## src/common/emt_pkg.sv

```systemverilog
package emt_pkg;

  // ---------------------------------------------------------------
  // Timing
  // ---------------------------------------------------------------
  localparam int unsigned CLK_HZ = 10_000_000;
  localparam int unsigned MIN_PERIOD_PS = 1_340_000;
  localparam int unsigned MIN_PERIOD_CYC =
    (MIN_PERIOD_PS + (1_000_000_000 / (CLK_HZ / 1000)) - 1) / (1_000_000_000 / (CLK_HZ / 1000));
  localparam int unsigned SUB_STEPS = 256;

  // ---------------------------------------------------------------
  // Register offsets (byte addresses)
  // ---------------------------------------------------------------
  localparam logic [7:0] REG_CTRL = 8'h00;
  localparam logic [7:0] REG_STATUS = 8'h04;
  localparam logic [7:0] REG_IRQ_STAT = 8'h08;
  localparam logic [7:0] REG_IRQ_MASK = 8'h0c;
  localparam logic [7:0] REG_COUNT = 8'h10;
  localparam logic [7:0] REG_LATCH1 = 8'h14;
  localparam logic [7:0] REG_LATCH2 = 8'h18;
  localparam logic [7:0] REG_TS_BASE = 8'h20;
  localparam logic [7:0] REG_OUT_TS_BASE = 8'h40;

  // ---------------------------------------------------------------
  // Control fields
  // ---------------------------------------------------------------
  localparam int CTRL_MICRO_EN = 0;
  localparam int CTRL_EVAL_LSB = 1;
  localparam int CTRL_ZERO_EN = 3;
  localparam int CTRL_L1_POS = 4;
  localparam int CTRL_L1_NEG = 5;
  localparam int CTRL_L2_POS = 6;
  localparam int CTRL_L2_NEG = 7;
  localparam int CTRL_TS_SEL = 8;
  localparam int CTRL_TSC_SEL = 9;
  localparam int CTRL_OTS_SEL = 10;
  localparam int CTRL_DC_SYNC = 11;
  localparam int CTRL_NOUT_LSB = 12;
  localparam logic [31:0] CTRL_RESET = 32'h0000_1000;

  localparam int IRQ_OVERRUN = 0;
  localparam int IRQ_ZERO = 1;
  localparam int IRQ_LATCH1 = 2;
  localparam int IRQ_LATCH2 = 3;
  localparam int IRQ_OUTPUT = 4;
  localparam int IRQ_BITS = 5;

  typedef enum logic [1:0] {
    EMT_EVAL_X4 = 2'h0,
    EMT_EVAL_X1 = 2'h1,
    EMT_EVAL_X2 = 2'h2
  } emt_eval_t;

  typedef struct packed {
    logic a;
    logic b;
    logic zero;
    logic latch1;
    logic latch2;
  } emt_pins_t;

endpackage : emt_pkg

```

## src/core/emt_top.sv

```systemverilog
// Local design decisions: the register offsets and register access over Wishbone.
`timescale 1ns/1ps
`default_nettype none
module emt_top #(
  parameter int N_OUT = 8
) (
  // Clock and reset
  input wire logic CLK_I,
  input wire logic RST_I,
  // Wishbone slave
  input wire logic CYC_I,
  input wire logic STB_I,
  input wire logic WE_I,
  input wire logic [7:0] ADR_I,
  input wire logic [3:0] SEL_I,
  input wire logic [31:0] DAT_I,
  output logic [31:0] DAT_O,
  output logic ACK_O,
  // Encoder and latch pins
  input wire logic ENC_A_I,
  input wire logic ENC_B_I,
  input wire logic ENC_ZERO_I,
  input wire logic LATCH1_I,
  input wire logic LATCH2_I,
  // Distributed system time and output switching events
  input wire logic [63:0] SYS_TIME_I,
  input wire logic [N_OUT-1:0] OUT_SWITCH_I,
  // Interrupt
  output logic IRQ_O
);

  // Slot indices are three bits wide, so more than eight outputs cannot be served.
  if (N_OUT < 1 || N_OUT > 8) begin : g_n_out_check
    $error("N_OUT must lie between 1 and 8");
  end

  // ---------------------------------------------------------------
  // Pin synchronisation
  // ---------------------------------------------------------------
  emt_pkg::emt_pins_t pins;
  emt_pkg::emt_pins_t lvl;
  emt_pkg::emt_pins_t rise;
  emt_pkg::emt_pins_t fall;

  assign pins = '{a: ENC_A_I, b: ENC_B_I, zero: ENC_ZERO_I, latch1: LATCH1_I, latch2: LATCH2_I};

  emt_edge #(.WIDTH(5)) u_edge (
    .CLK_I(CLK_I),
    .RST_I(RST_I),
    .pin_i(pins),
    .level_o(lvl),
    .rise_o(rise),
    .fall_o(fall)
  );

  // ---------------------------------------------------------------
  // Control register fields
  // ---------------------------------------------------------------
  logic [31:0] ctrl;
  logic [31:0] next_ctrl;
  logic micro_en;
  logic [1:0] eval_mode;
  logic [3:0] n_out;

  assign micro_en = ctrl[emt_pkg::CTRL_MICRO_EN];
  assign eval_mode = ctrl[emt_pkg::CTRL_EVAL_LSB +: 2];
  assign n_out = ctrl[emt_pkg::CTRL_NOUT_LSB +: 4];

  // ---------------------------------------------------------------
  // Counting, period and interpolation
  // ---------------------------------------------------------------
  logic [31:0] count;
  logic [31:0] next_count;
  logic [15:0] period;
  logic [15:0] next_period;
  logic [15:0] since;
  logic [15:0] next_since;
  logic [7:0] sub;
  logic [7:0] next_sub;
  logic overrun;
  logic next_overrun;
  logic cnt_edge;
  logic dir_up;

  function automatic logic count_edge(input logic [1:0] mode, input emt_pkg::emt_pins_t r,
                                      input emt_pkg::emt_pins_t f);
    case (mode)
      emt_pkg::EMT_EVAL_X1: count_edge = r.a;
      emt_pkg::EMT_EVAL_X2: count_edge = r.a | f.a;
      default: count_edge = r.a | f.a | r.b | f.b;
    endcase
  endfunction : count_edge

  // Dividing keeps pace at any speed; a one-step-per-cycle count would lag at high rates.
  function automatic logic [7:0] sub_steps(input logic [15:0] elapsed, input logic [15:0] per);
    logic [31:0] ratio;
    ratio = (32'(elapsed) * emt_pkg::SUB_STEPS) / 32'(per);
    sub_steps = (ratio >= emt_pkg::SUB_STEPS) ? 8'hff : ratio[7:0];
  endfunction : sub_steps

  assign cnt_edge = count_edge(eval_mode, rise, fall);
  // Quadrature direction: A leading B counts upward.
  assign dir_up = (rise.a | fall.a) ? (lvl.a != lvl.b) : (lvl.a == lvl.b);

  always_comb begin
    next_count = count;
    next_period = period;
    next_since = (since == 16'hffff) ? since : since + 16'h0001;
    next_sub = sub;
    next_overrun = overrun;
    if (cnt_edge) begin
      next_count = dir_up ? count + 32'h0000_0001 : count - 32'h0000_0001;
      next_period = next_since;
      next_since = 16'h0000;
      next_sub = 8'h00;
      next_overrun = ({16'h0000, next_period} <= 32'(emt_pkg::MIN_PERIOD_CYC));
    end else if (period != 16'h0000) begin
      next_sub = sub_steps(next_since, period);
    end
  end

  always_ff @(posedge CLK_I or posedge RST_I) begin
    if (RST_I) begin
      count <= 32'h0000_0000;
      period <= 16'h0000;
      since <= 16'hffff;
      sub <= 8'h00;
      overrun <= 1'b0;
    end else begin
      count <= next_count;
      period <= next_period;
      since <= next_since;
      sub <= next_sub;
      overrun <= next_overrun;
    end
  end

  logic [31:0] count_value;
  always_comb begin
    count_value = count;
    if (micro_en) begin
      count_value = {count[23:0], sub};
      if (overrun) begin
        count_value[7:0] = 8'h00;
      end
    end
  end

  // ---------------------------------------------------------------
  // Captures and timestamps
  // ---------------------------------------------------------------
  logic [31:0] latch1_val;
  logic [31:0] latch2_val;
  logic [63:0] ts_count;
  logic [63:0] ts_zero;
  logic [63:0] ts_l1;
  logic [63:0] ts_l2;
  logic [63:0] ts_out [N_OUT];
  logic zero_hit;
  logic l1_hit;
  logic l2_hit;
  logic [N_OUT-1:0] out_hit;

  assign zero_hit = ctrl[emt_pkg::CTRL_ZERO_EN] & rise.zero;
  assign l1_hit = (ctrl[emt_pkg::CTRL_L1_POS] & rise.latch1) |
                  (ctrl[emt_pkg::CTRL_L1_NEG] & fall.latch1);
  assign l2_hit = (ctrl[emt_pkg::CTRL_L2_POS] & rise.latch2) |
                  (ctrl[emt_pkg::CTRL_L2_NEG] & fall.latch2);

  always_comb begin
    for (int i = 0; i < N_OUT; i++) begin
      out_hit[i] = OUT_SWITCH_I[i] && (32'(i) < 32'(n_out));
    end
  end

  // Each stamp holds until its next event.
  always_ff @(posedge CLK_I or posedge RST_I) begin
    if (RST_I) begin
      latch1_val <= 32'h0000_0000;
      latch2_val <= 32'h0000_0000;
      ts_count <= 64'h0;
      ts_zero <= 64'h0;
      ts_l1 <= 64'h0;
      ts_l2 <= 64'h0;
      for (int i = 0; i < N_OUT; i++) begin
        ts_out[i] <= 64'h0;
      end
    end else begin
      if (cnt_edge) begin
        ts_count <= SYS_TIME_I;
      end
      if (zero_hit | l1_hit) begin
        latch1_val <= count_value;
      end
      if (zero_hit) begin
        ts_zero <= SYS_TIME_I;
      end
      if (l1_hit) begin
        ts_l1 <= SYS_TIME_I;
      end
      if (l2_hit) begin
        latch2_val <= count_value;
        ts_l2 <= SYS_TIME_I;
      end
      for (int i = 0; i < N_OUT; i++) begin
        if (out_hit[i]) begin
          ts_out[i] <= SYS_TIME_I;
        end
      end
    end
  end

  // ---------------------------------------------------------------
  // Interrupt status and mask
  // ---------------------------------------------------------------
  logic [emt_pkg::IRQ_BITS-1:0] irq_stat;
  logic [emt_pkg::IRQ_BITS-1:0] next_irq_stat;
  logic [emt_pkg::IRQ_BITS-1:0] irq_mask;
  logic [emt_pkg::IRQ_BITS-1:0] next_irq_mask;
  logic [emt_pkg::IRQ_BITS-1:0] irq_set;
  logic wr;
  logic rd_ack;
  logic next_ack;

  assign irq_set = {|out_hit, l2_hit, l1_hit, zero_hit, next_overrun & ~overrun};
  assign wr = CYC_I & STB_I & WE_I & ~ACK_O;

  always_comb begin
    next_ctrl = ctrl;
    next_irq_mask = irq_mask;
    next_irq_stat = irq_stat;
    if (wr && ADR_I == emt_pkg::REG_CTRL) begin
      for (int k = 0; k < 4; k++) begin
        if (SEL_I[k]) begin
          next_ctrl[8*k +: 8] = DAT_I[8*k +: 8];
        end
      end
    end
    if (wr && ADR_I == emt_pkg::REG_IRQ_MASK && SEL_I[0]) begin
      next_irq_mask = DAT_I[emt_pkg::IRQ_BITS-1:0];
    end
    if (wr && ADR_I == emt_pkg::REG_IRQ_STAT && SEL_I[0]) begin
      next_irq_stat = irq_stat & ~DAT_I[emt_pkg::IRQ_BITS-1:0];
    end
    // A new event wins over a clear in the same cycle.
    next_irq_stat = next_irq_stat | irq_set;
    next_ack = CYC_I & STB_I & ~ACK_O;
  end

  always_ff @(posedge CLK_I or posedge RST_I) begin
    if (RST_I) begin
      ctrl <= emt_pkg::CTRL_RESET;
      irq_stat <= '0;
      irq_mask <= '0;
      ACK_O <= 1'b0;
    end else begin
      ctrl <= next_ctrl;
      irq_stat <= next_irq_stat;
      irq_mask <= next_irq_mask;
      ACK_O <= next_ack;
    end
  end

  assign IRQ_O = |(irq_stat & irq_mask);
  assign rd_ack = next_ack & ~WE_I;

  // ---------------------------------------------------------------
  // Read data
  // ---------------------------------------------------------------
  logic [31:0] next_dat;
  logic ts_on;
  logic ts_wide;
  logic [63:0] ts_pick;

  always_comb begin
    next_dat = 32'h0000_0000;
    ts_pick = 64'h0;
    // Stamps meaningful only in synchronous clock mode.
    // Stamps gated by selected data set.
    ts_on = ctrl[emt_pkg::CTRL_DC_SYNC] &
            (ctrl[emt_pkg::CTRL_TS_SEL] | ctrl[emt_pkg::CTRL_TSC_SEL]);
    ts_wide = ctrl[emt_pkg::CTRL_TS_SEL];
    case (ADR_I)
      emt_pkg::REG_CTRL: next_dat = ctrl;
      emt_pkg::REG_STATUS: next_dat = {30'h0, lvl.zero, overrun};
      emt_pkg::REG_IRQ_STAT: next_dat = {27'h0, irq_stat};
      emt_pkg::REG_IRQ_MASK: next_dat = {27'h0, irq_mask};
      emt_pkg::REG_COUNT: next_dat = count_value;
      emt_pkg::REG_LATCH1: next_dat = latch1_val;
      emt_pkg::REG_LATCH2: next_dat = latch2_val;
      default: next_dat = 32'h0000_0000;
    endcase
    if (ADR_I >= emt_pkg::REG_TS_BASE && ADR_I < emt_pkg::REG_OUT_TS_BASE) begin
      case (ADR_I[4:3])
        2'h0: ts_pick = ts_count;
        2'h1: ts_pick = ts_zero;
        2'h2: ts_pick = ts_l1;
        default: ts_pick = ts_l2;
      endcase
      // High word reads zero in compact form.
      next_dat = !ts_on ? 32'h0 : ADR_I[2] ? (ts_wide ? ts_pick[63:32] : 32'h0) : ts_pick[31:0];
    end
    // The slot window ends where address bit 7 begins; slots past N_OUT read zero.
    if (ADR_I >= emt_pkg::REG_OUT_TS_BASE && !ADR_I[7]) begin
      next_dat = 32'h0000_0000;
      if (ctrl[emt_pkg::CTRL_OTS_SEL] && ctrl[emt_pkg::CTRL_DC_SYNC]
          && 32'(ADR_I[5:3]) < N_OUT && 4'(ADR_I[5:3]) < n_out) begin
        ts_pick = ts_out[ADR_I[5:3]];
        next_dat = ADR_I[2] ? ts_pick[63:32] : ts_pick[31:0];
      end
    end
  end

  always_ff @(posedge CLK_I or posedge RST_I) begin
    if (RST_I) begin
      DAT_O <= 32'h0000_0000;
    end else if (rd_ack) begin
      DAT_O <= next_dat;
    end
  end

endmodule : emt_top
`default_nettype wire

```

## src/core/emt_edge.sv

```systemverilog
`timescale 1ns/1ps
`default_nettype none
module emt_edge #(
  parameter int WIDTH = 5
) (
  // Clock and reset
  input wire logic CLK_I,
  input wire logic RST_I,
  // Pins
  input wire logic [WIDTH-1:0] pin_i,
  // Synchronised level and edges
  output logic [WIDTH-1:0] level_o,
  output logic [WIDTH-1:0] rise_o,
  output logic [WIDTH-1:0] fall_o
);

  logic [WIDTH-1:0] meta;
  logic [WIDTH-1:0] sync;
  logic [WIDTH-1:0] prev;

  // Edges are taken from the second and third stages, never the first.
  always_ff @(posedge CLK_I or posedge RST_I) begin
    if (RST_I) begin
      meta <= '0;
      sync <= '0;
      prev <= '0;
    end else begin
      meta <= pin_i;
      sync <= meta;
      prev <= sync;
    end
  end

  assign level_o = sync;
  assign rise_o = sync & ~prev;
  assign fall_o = ~sync & prev;

endmodule : emt_edge
`default_nettype wire

```

## config.mk

```make
export PLATFORM = sky130hd
export DESIGN_NAME = emt_top
export DESIGN_NICKNAME = d
export VERILOG_FILES = /design/src/common/emt_pkg.sv /design/src/core/emt_top.sv /design/src/core/emt_edge.sv
export SDC_FILE = /design/constraint.sdc
export NUM_CORES = 2
export LEC_CHECK = 0
export BUFFER_PORTS_ARGS = -buffer_cell sky130_fd_sc_hd__buf_2
export CAP_MARGIN = 20
export CORE_AREA = 2 2 244 486
export CTS_BUF_LIST = sky130_fd_sc_hd__clkbuf_4 sky130_fd_sc_hd__clkbuf_8 sky130_fd_sc_hd__clkbuf_16
export DETAILED_ROUTE_END_ITERATION = 12
export DIE_AREA = 0 0 246 488
export PLACE_DENSITY = 0.82
export SLEW_MARGIN = 0
export SYNTH_ARGS = -nofsm -noshare
export SYNTH_HDL_FRONTEND = slang
export SYNTH_SLANG_ARGS = --single-unit
```

## constraint.sdc

```tcl
create_clock -name CLK_I -period 139.1 [get_ports CLK_I]
set_input_delay 27.82 -clock CLK_I [delete_from_list [all_inputs] [get_ports CLK_I]]
set_output_delay 27.82 -clock CLK_I [all_outputs]
set_load 0.1 [all_outputs]
```

# Word level (Yosys, flattened, before mapping)
# Cells that the tools add are included.
# word_totals
word_cells	145
regBits	995
input_bits	126
out_inout_bits	34
# classes
n_lt_le_gt_ge	15
bitwise_logic	31
addsub	3
div	1
mux	24
n_eq_ne	13
reduce_logical	28
# ops
cell	n
32-bit two-way mux	9
32-bit one-hot mux with 7 select lines	1
64-bit binary-select mux with 3-bit select	1
64-bit one-hot mux with 3 select lines	1
64-bit two-way mux	2
32-bit by 1-bit adder with 32-bit output, second input constant	1
24-bit by 16-bit divider with 32-bit output	1
32-bit by 9-bit greater-or-equal comparator with 1-bit output, second input constant	1
16-bit two-way mux	2
8-bit two-way mux	4
32-bit by 1-bit subtractor with 32-bit output, second input constant	1
8-bit by 5-bit equality test with 1-bit output, second input constant	3
5-bit AND	4
1-bit logical AND	17
16-bit by 1-bit adder with 16-bit output, second input constant	1
16-bit equality test, second input constant	1
8-bit by 4-bit equality test with 1-bit output, second input constant	2
16-bit by 4-bit less-or-equal comparator with 1-bit output, second input constant	1
3-bit by 4-bit < comparator with 1-bit output, first input constant	4
16-bit nonzero test	1
5-bit inverter	3
1-bit AND	12
8-bit by 3-bit equality test with 1-bit output, second input constant	1
8-bit by 6-bit greater-or-equal comparator with 1-bit output, second input constant	1
other kinds (24)	40

# Longest topological paths before layout
# depth
word_depth	9
ltp_mapped	450
mapped_depth_nobuf	415

# Modules after synthesis
# A second synthesis with hierarchy kept.
# unflattened
cells_unflattened	7005
hier_area_um2	70014.6
# by_module_without_submodules
module	cells_each	seq_area_each_um2	instances	area_each_um2
emt_top	6979	24544.8	1	69548.0
emt_edge	26	375.4	1	466.7

# Worst setup path after synthesis
# Ideal clock, no wire load.
# synth_timing
kind	register -> register
from	register period[0]
to	register sub[0]
setup_time_ns	0.136
period_less_slack_ns	84.653
arrival_ns	84.516
path_stages_with_launch	427
slack_ns	54.447
path_cell_list	dfrtp_1 > clkbuf_1 > inv_1 > buf_4 > ha_1 > o211ai_1 > a21oi_1 > nand2_4 > mux2_2 > ha_1 > or3_1 > o22ai_1 > nor3_1 > nand2_1 > mux2_2 > ha_1 > nand2_1 > a21o_1 > [391 not listed] > o21ai_0 > nand2b_1 > a31oi_1 > and3_1 > and4bb_2 > nand2_2 > buf_6 > nand2b_1 > o31ai_1 > ha_1 > a21o_1 > a21o_1 > a21oi_1 > nor2_1 > a211oi_1 > o211ai_1 > a2111oi_0 > a31oi_1
# synth_between
elab_chain_len	5
# synth_rtl
item	line	source
from (decl)	emt_top.sv:74	logic [15:0] period;
from (signal assigned)	emt_top.sv:131	period <= next_period;
24-bit by 16-bit divider with 32-bit output	emt_top.sv:97	ratio = (32'(elapsed) * emt_pkg::SUB_STEPS) / 32'(per);
32-bit by 9-bit greater-or-equal comparator with 1-bit output	emt_top.sv:98	sub_steps = (ratio >= emt_pkg::SUB_STEPS) ? 8'hff : ratio[7:0];
8-bit two-way mux	emt_top.sv:98	
8-bit two-way mux	emt_top.sv:117	end else if (period != 16'h0000) begin
8-bit two-way mux	emt_top.sv:111	if (cnt_edge) begin
to (signal assigned)	emt_top.sv:133	sub <= next_sub;
to (decl)	emt_top.sv:78	logic [7:0] sub;
# Parallel ways exist; a longest one is shown, timed or not. The select of a mux whose other input is x is not followed.
# A chain may end at the register's enable or synchronous reset.

# Final worst setup path
# Ends and elaborated chain as after synthesis.

==> impl_metrics.json <==
{
  "synth.cell_area_um2": 69400,
  "slowest_stage": "a2111oi_1",
  "grt_pass1_vias": 59500,
  "htreeDepth": 3,
  "crit_required_ns": 139.64,
  "track_usage": 0.358,
  "first_pass_iters": 6,
  "drcViolationCount": 0,
  "max_freq_mhz": 10.7,
  "synthArstFlopShare": 1.00,
  "syn_avg_cell_area_um2": 10.3,
  "outcome": "finished, final reports clean",
  "max_stage_delay_ns": 0.87,
  "vias": 56900,
  "ctsHoldBuffers": 0,
  "drive_above_1_share": 0.237,
  "gp_congestion": 1.03,
  "yosysTopAreaCell": "dfrtp_1",
  "die_area_um2": 120000,
  "clkTransAtPathRegs_ns": 0.08,
  "post-route-period-util": 0.670,
  "hold_viol_final": 0,
  "cts_root_buf": "clkbuf_16",
  "dieWidth_um": 246,
  "crit_type": "reg2reg",
  "clk_latency_ns": 0.70,
  "drt_iter0_markers": 3864,
  "cap_viol_max_count": 0,
  "synth-edff-count": 0,
  "hold_start": "u_edge.meta[3]",
  "rsz0062_at_grt": "no",
  "rows": 177,
  "synthDominantCellAreaShare": 0.353,
  "end_kind": "flop",
  "finalNetCount": 7283,
  "tns_ns": 0,
  "setup_viol": 0,
  "cts_max_path_buffers": 3,
  "port_buffers": 159,
  "ys_warn_count": 0,
  "crit_top_cell": "o21a_1",
  "max_slew.worst_pin.slew_ns": 1.19,
  "yosysSeqAreaShare": 0.359,
  "grt.overflow.total": 0,
  "numCtsBuffers": 80,
  "crit_arrival_ns": 93.71,
  "slew_viol_final": 0,
  "final_cell_mix": "978 x dfrtp_1, 820 x mux2_2, 556 x nand2_1, 493 x nor2_1, 420 x ha_1",
  "die_h_um": 488,
  "r2r-start": "period[0]",
  "ios": 160,
  "fin_crit_ns": 93.17,
  "core-area_um2": 116000,
  "grt_antenna_before_repair": 26,
  "place_hpwl_mm": 148,
  "cp_max_fo": 46,
  "syn_inst": 6755,
  "cts_tree": "yes",
  "grt_pass1_wl_mm": 332,
  "cts_post_setup_buffers_inserted": 0,
  "final_antenna_net_count": 0,
  "synth-seq-cells": 995,
  "slew_headroom": 0.208,
  "fin_worst_skew_ns": 0.0390,
  "syn_to_final_growth_pct": 7.56,
  "hold_path.class": "reg2reg",
  "routed_via_density": 6.83,
  "synthFlopType": "dfrtp_1",
  "drt-wirelength-per-cell_um": 25.9,
  "synth.distinct_cells": 132,
  "critPathLaunch": "period[0]",
  "clock-sinks": 995,
  "start_util": 0.596,
  "routed_wirelength_mm": 216,
  "start_kind": "flop",
  "synth_area_leaders": "dfrtp_1 35%, mux2_2 13%, ha_1 7.6%, mux4_2 7.3%, nand2_1 3.0%",
  "final_common_cell": "dfrtp_1",
  "grt_start_max_net_pins": 199,
  "cts_resized": 0
}
-- worst paths after layout --
check,end,slack [ns],depth (start not counted)
min in group asynchronous,ts_out[450],27.05,2
max in group asynchronous,ts_out[220],108.55,6
setup reg to reg,sub[0],45.93,400
hold reg to reg,u_edge.level_o[3],0.35,0
setup / recovery,sub[0],45.93,400
hold / removal,u_edge.level_o[3],0.35,0
-- synth_stat cells (128+ instances only) --
library cell / number
mux2_2: 820
dfrtp_1: 978
xnor2_1: 169
nor3_1: 215
ha_1: 420
o21a_1: 196
o21ai_0: 262
nand2_1: 559
nor2_1: 496
inv_1: 128
a21o_1: 144
a21oi_1: 386
mux4_2: 224
clkbuf_1: 281
-- metal layers --
metal / vias up / wire, um / GRT usage
met5: - / 184 / 0
met4: 32 / 19800 / 0.293
met3: 1111 / 14200 / 0.0676
met2: 2625 / 111000 / 0.636
met1: 28000 / 70400 / 0.361
li1: 25100 / - / -
-- layout make-up --
class	count	area, um^2
diodes	8	20.0
multi-input cells	5272	42700
clock inverters	37	518
flip-flops and latches	995	24900
fillers	8702	41700
inverters	131	499
repair buffers	255	1660
clock buffers	111	2370
well taps	1521	1900
-- flip-flops by register name, indices dropped and copies added (netlist names), 8 cells and up --
name	flops
ts_out	512
ts_count	64
ts_l1	64
ts_l2	64
ts_zero	64
DAT_O	32
count	32
ctrl	32
latch1_val	32
latch2_val	32
period	16
since	16
sub	8
-- cell families after synthesis --
kind of cell / after synthesis / share of synthesized area
AND/OR/NAND/NOR: 1884 / 0.132
AO/OA/AOI/OAI: 1589 / 0.156
multiplexers: 1122 / 0.217
flip-flops: 995 / 0.359
buffers and inverters: 495 / 0.0283
adder cells (fa/ha/maj): 422 / 0.0764
XOR/XNOR: 247 / 0.0313
other: 1 / 0.0000541
-- critical path, delay by kind of cell (launching register included) --
family | cells | cell delay [ns]
AOI/OAI and AO/OA | 248 | 54.81
buffers and inverters | 22 | 4.95
muxes | 14 | 4.24
adders and majority gates | 31 | 9.63
and+or+nand+nor | 85 | 18.83
DFF | 1 | 0.32
-- stage by stage --
stage / hold WS (ns) / util / std cells / setup WS, ns / cell area (um^2)
after floorplan: 0.331 / - / 6762 / 54.45 / 69400
after global placement: 0.340 / 0.615 / 8165 / 48.79 / 71500
after detailed placement: 0.340 / 0.615 / 8166 / 46.23 / 71500
after CTS: 0.355 / 0.640 / 8314 / 46.03 / 74400
after global routing: 0.362 / 0.641 / 8324 / 38.44 / 74600
final: 0.355 / 0.642 / 8330 / 45.93 / 74600
Power is not shown: default switching activity piles up to over one toggle a cycle in this logic, so the estimate is an artifact.
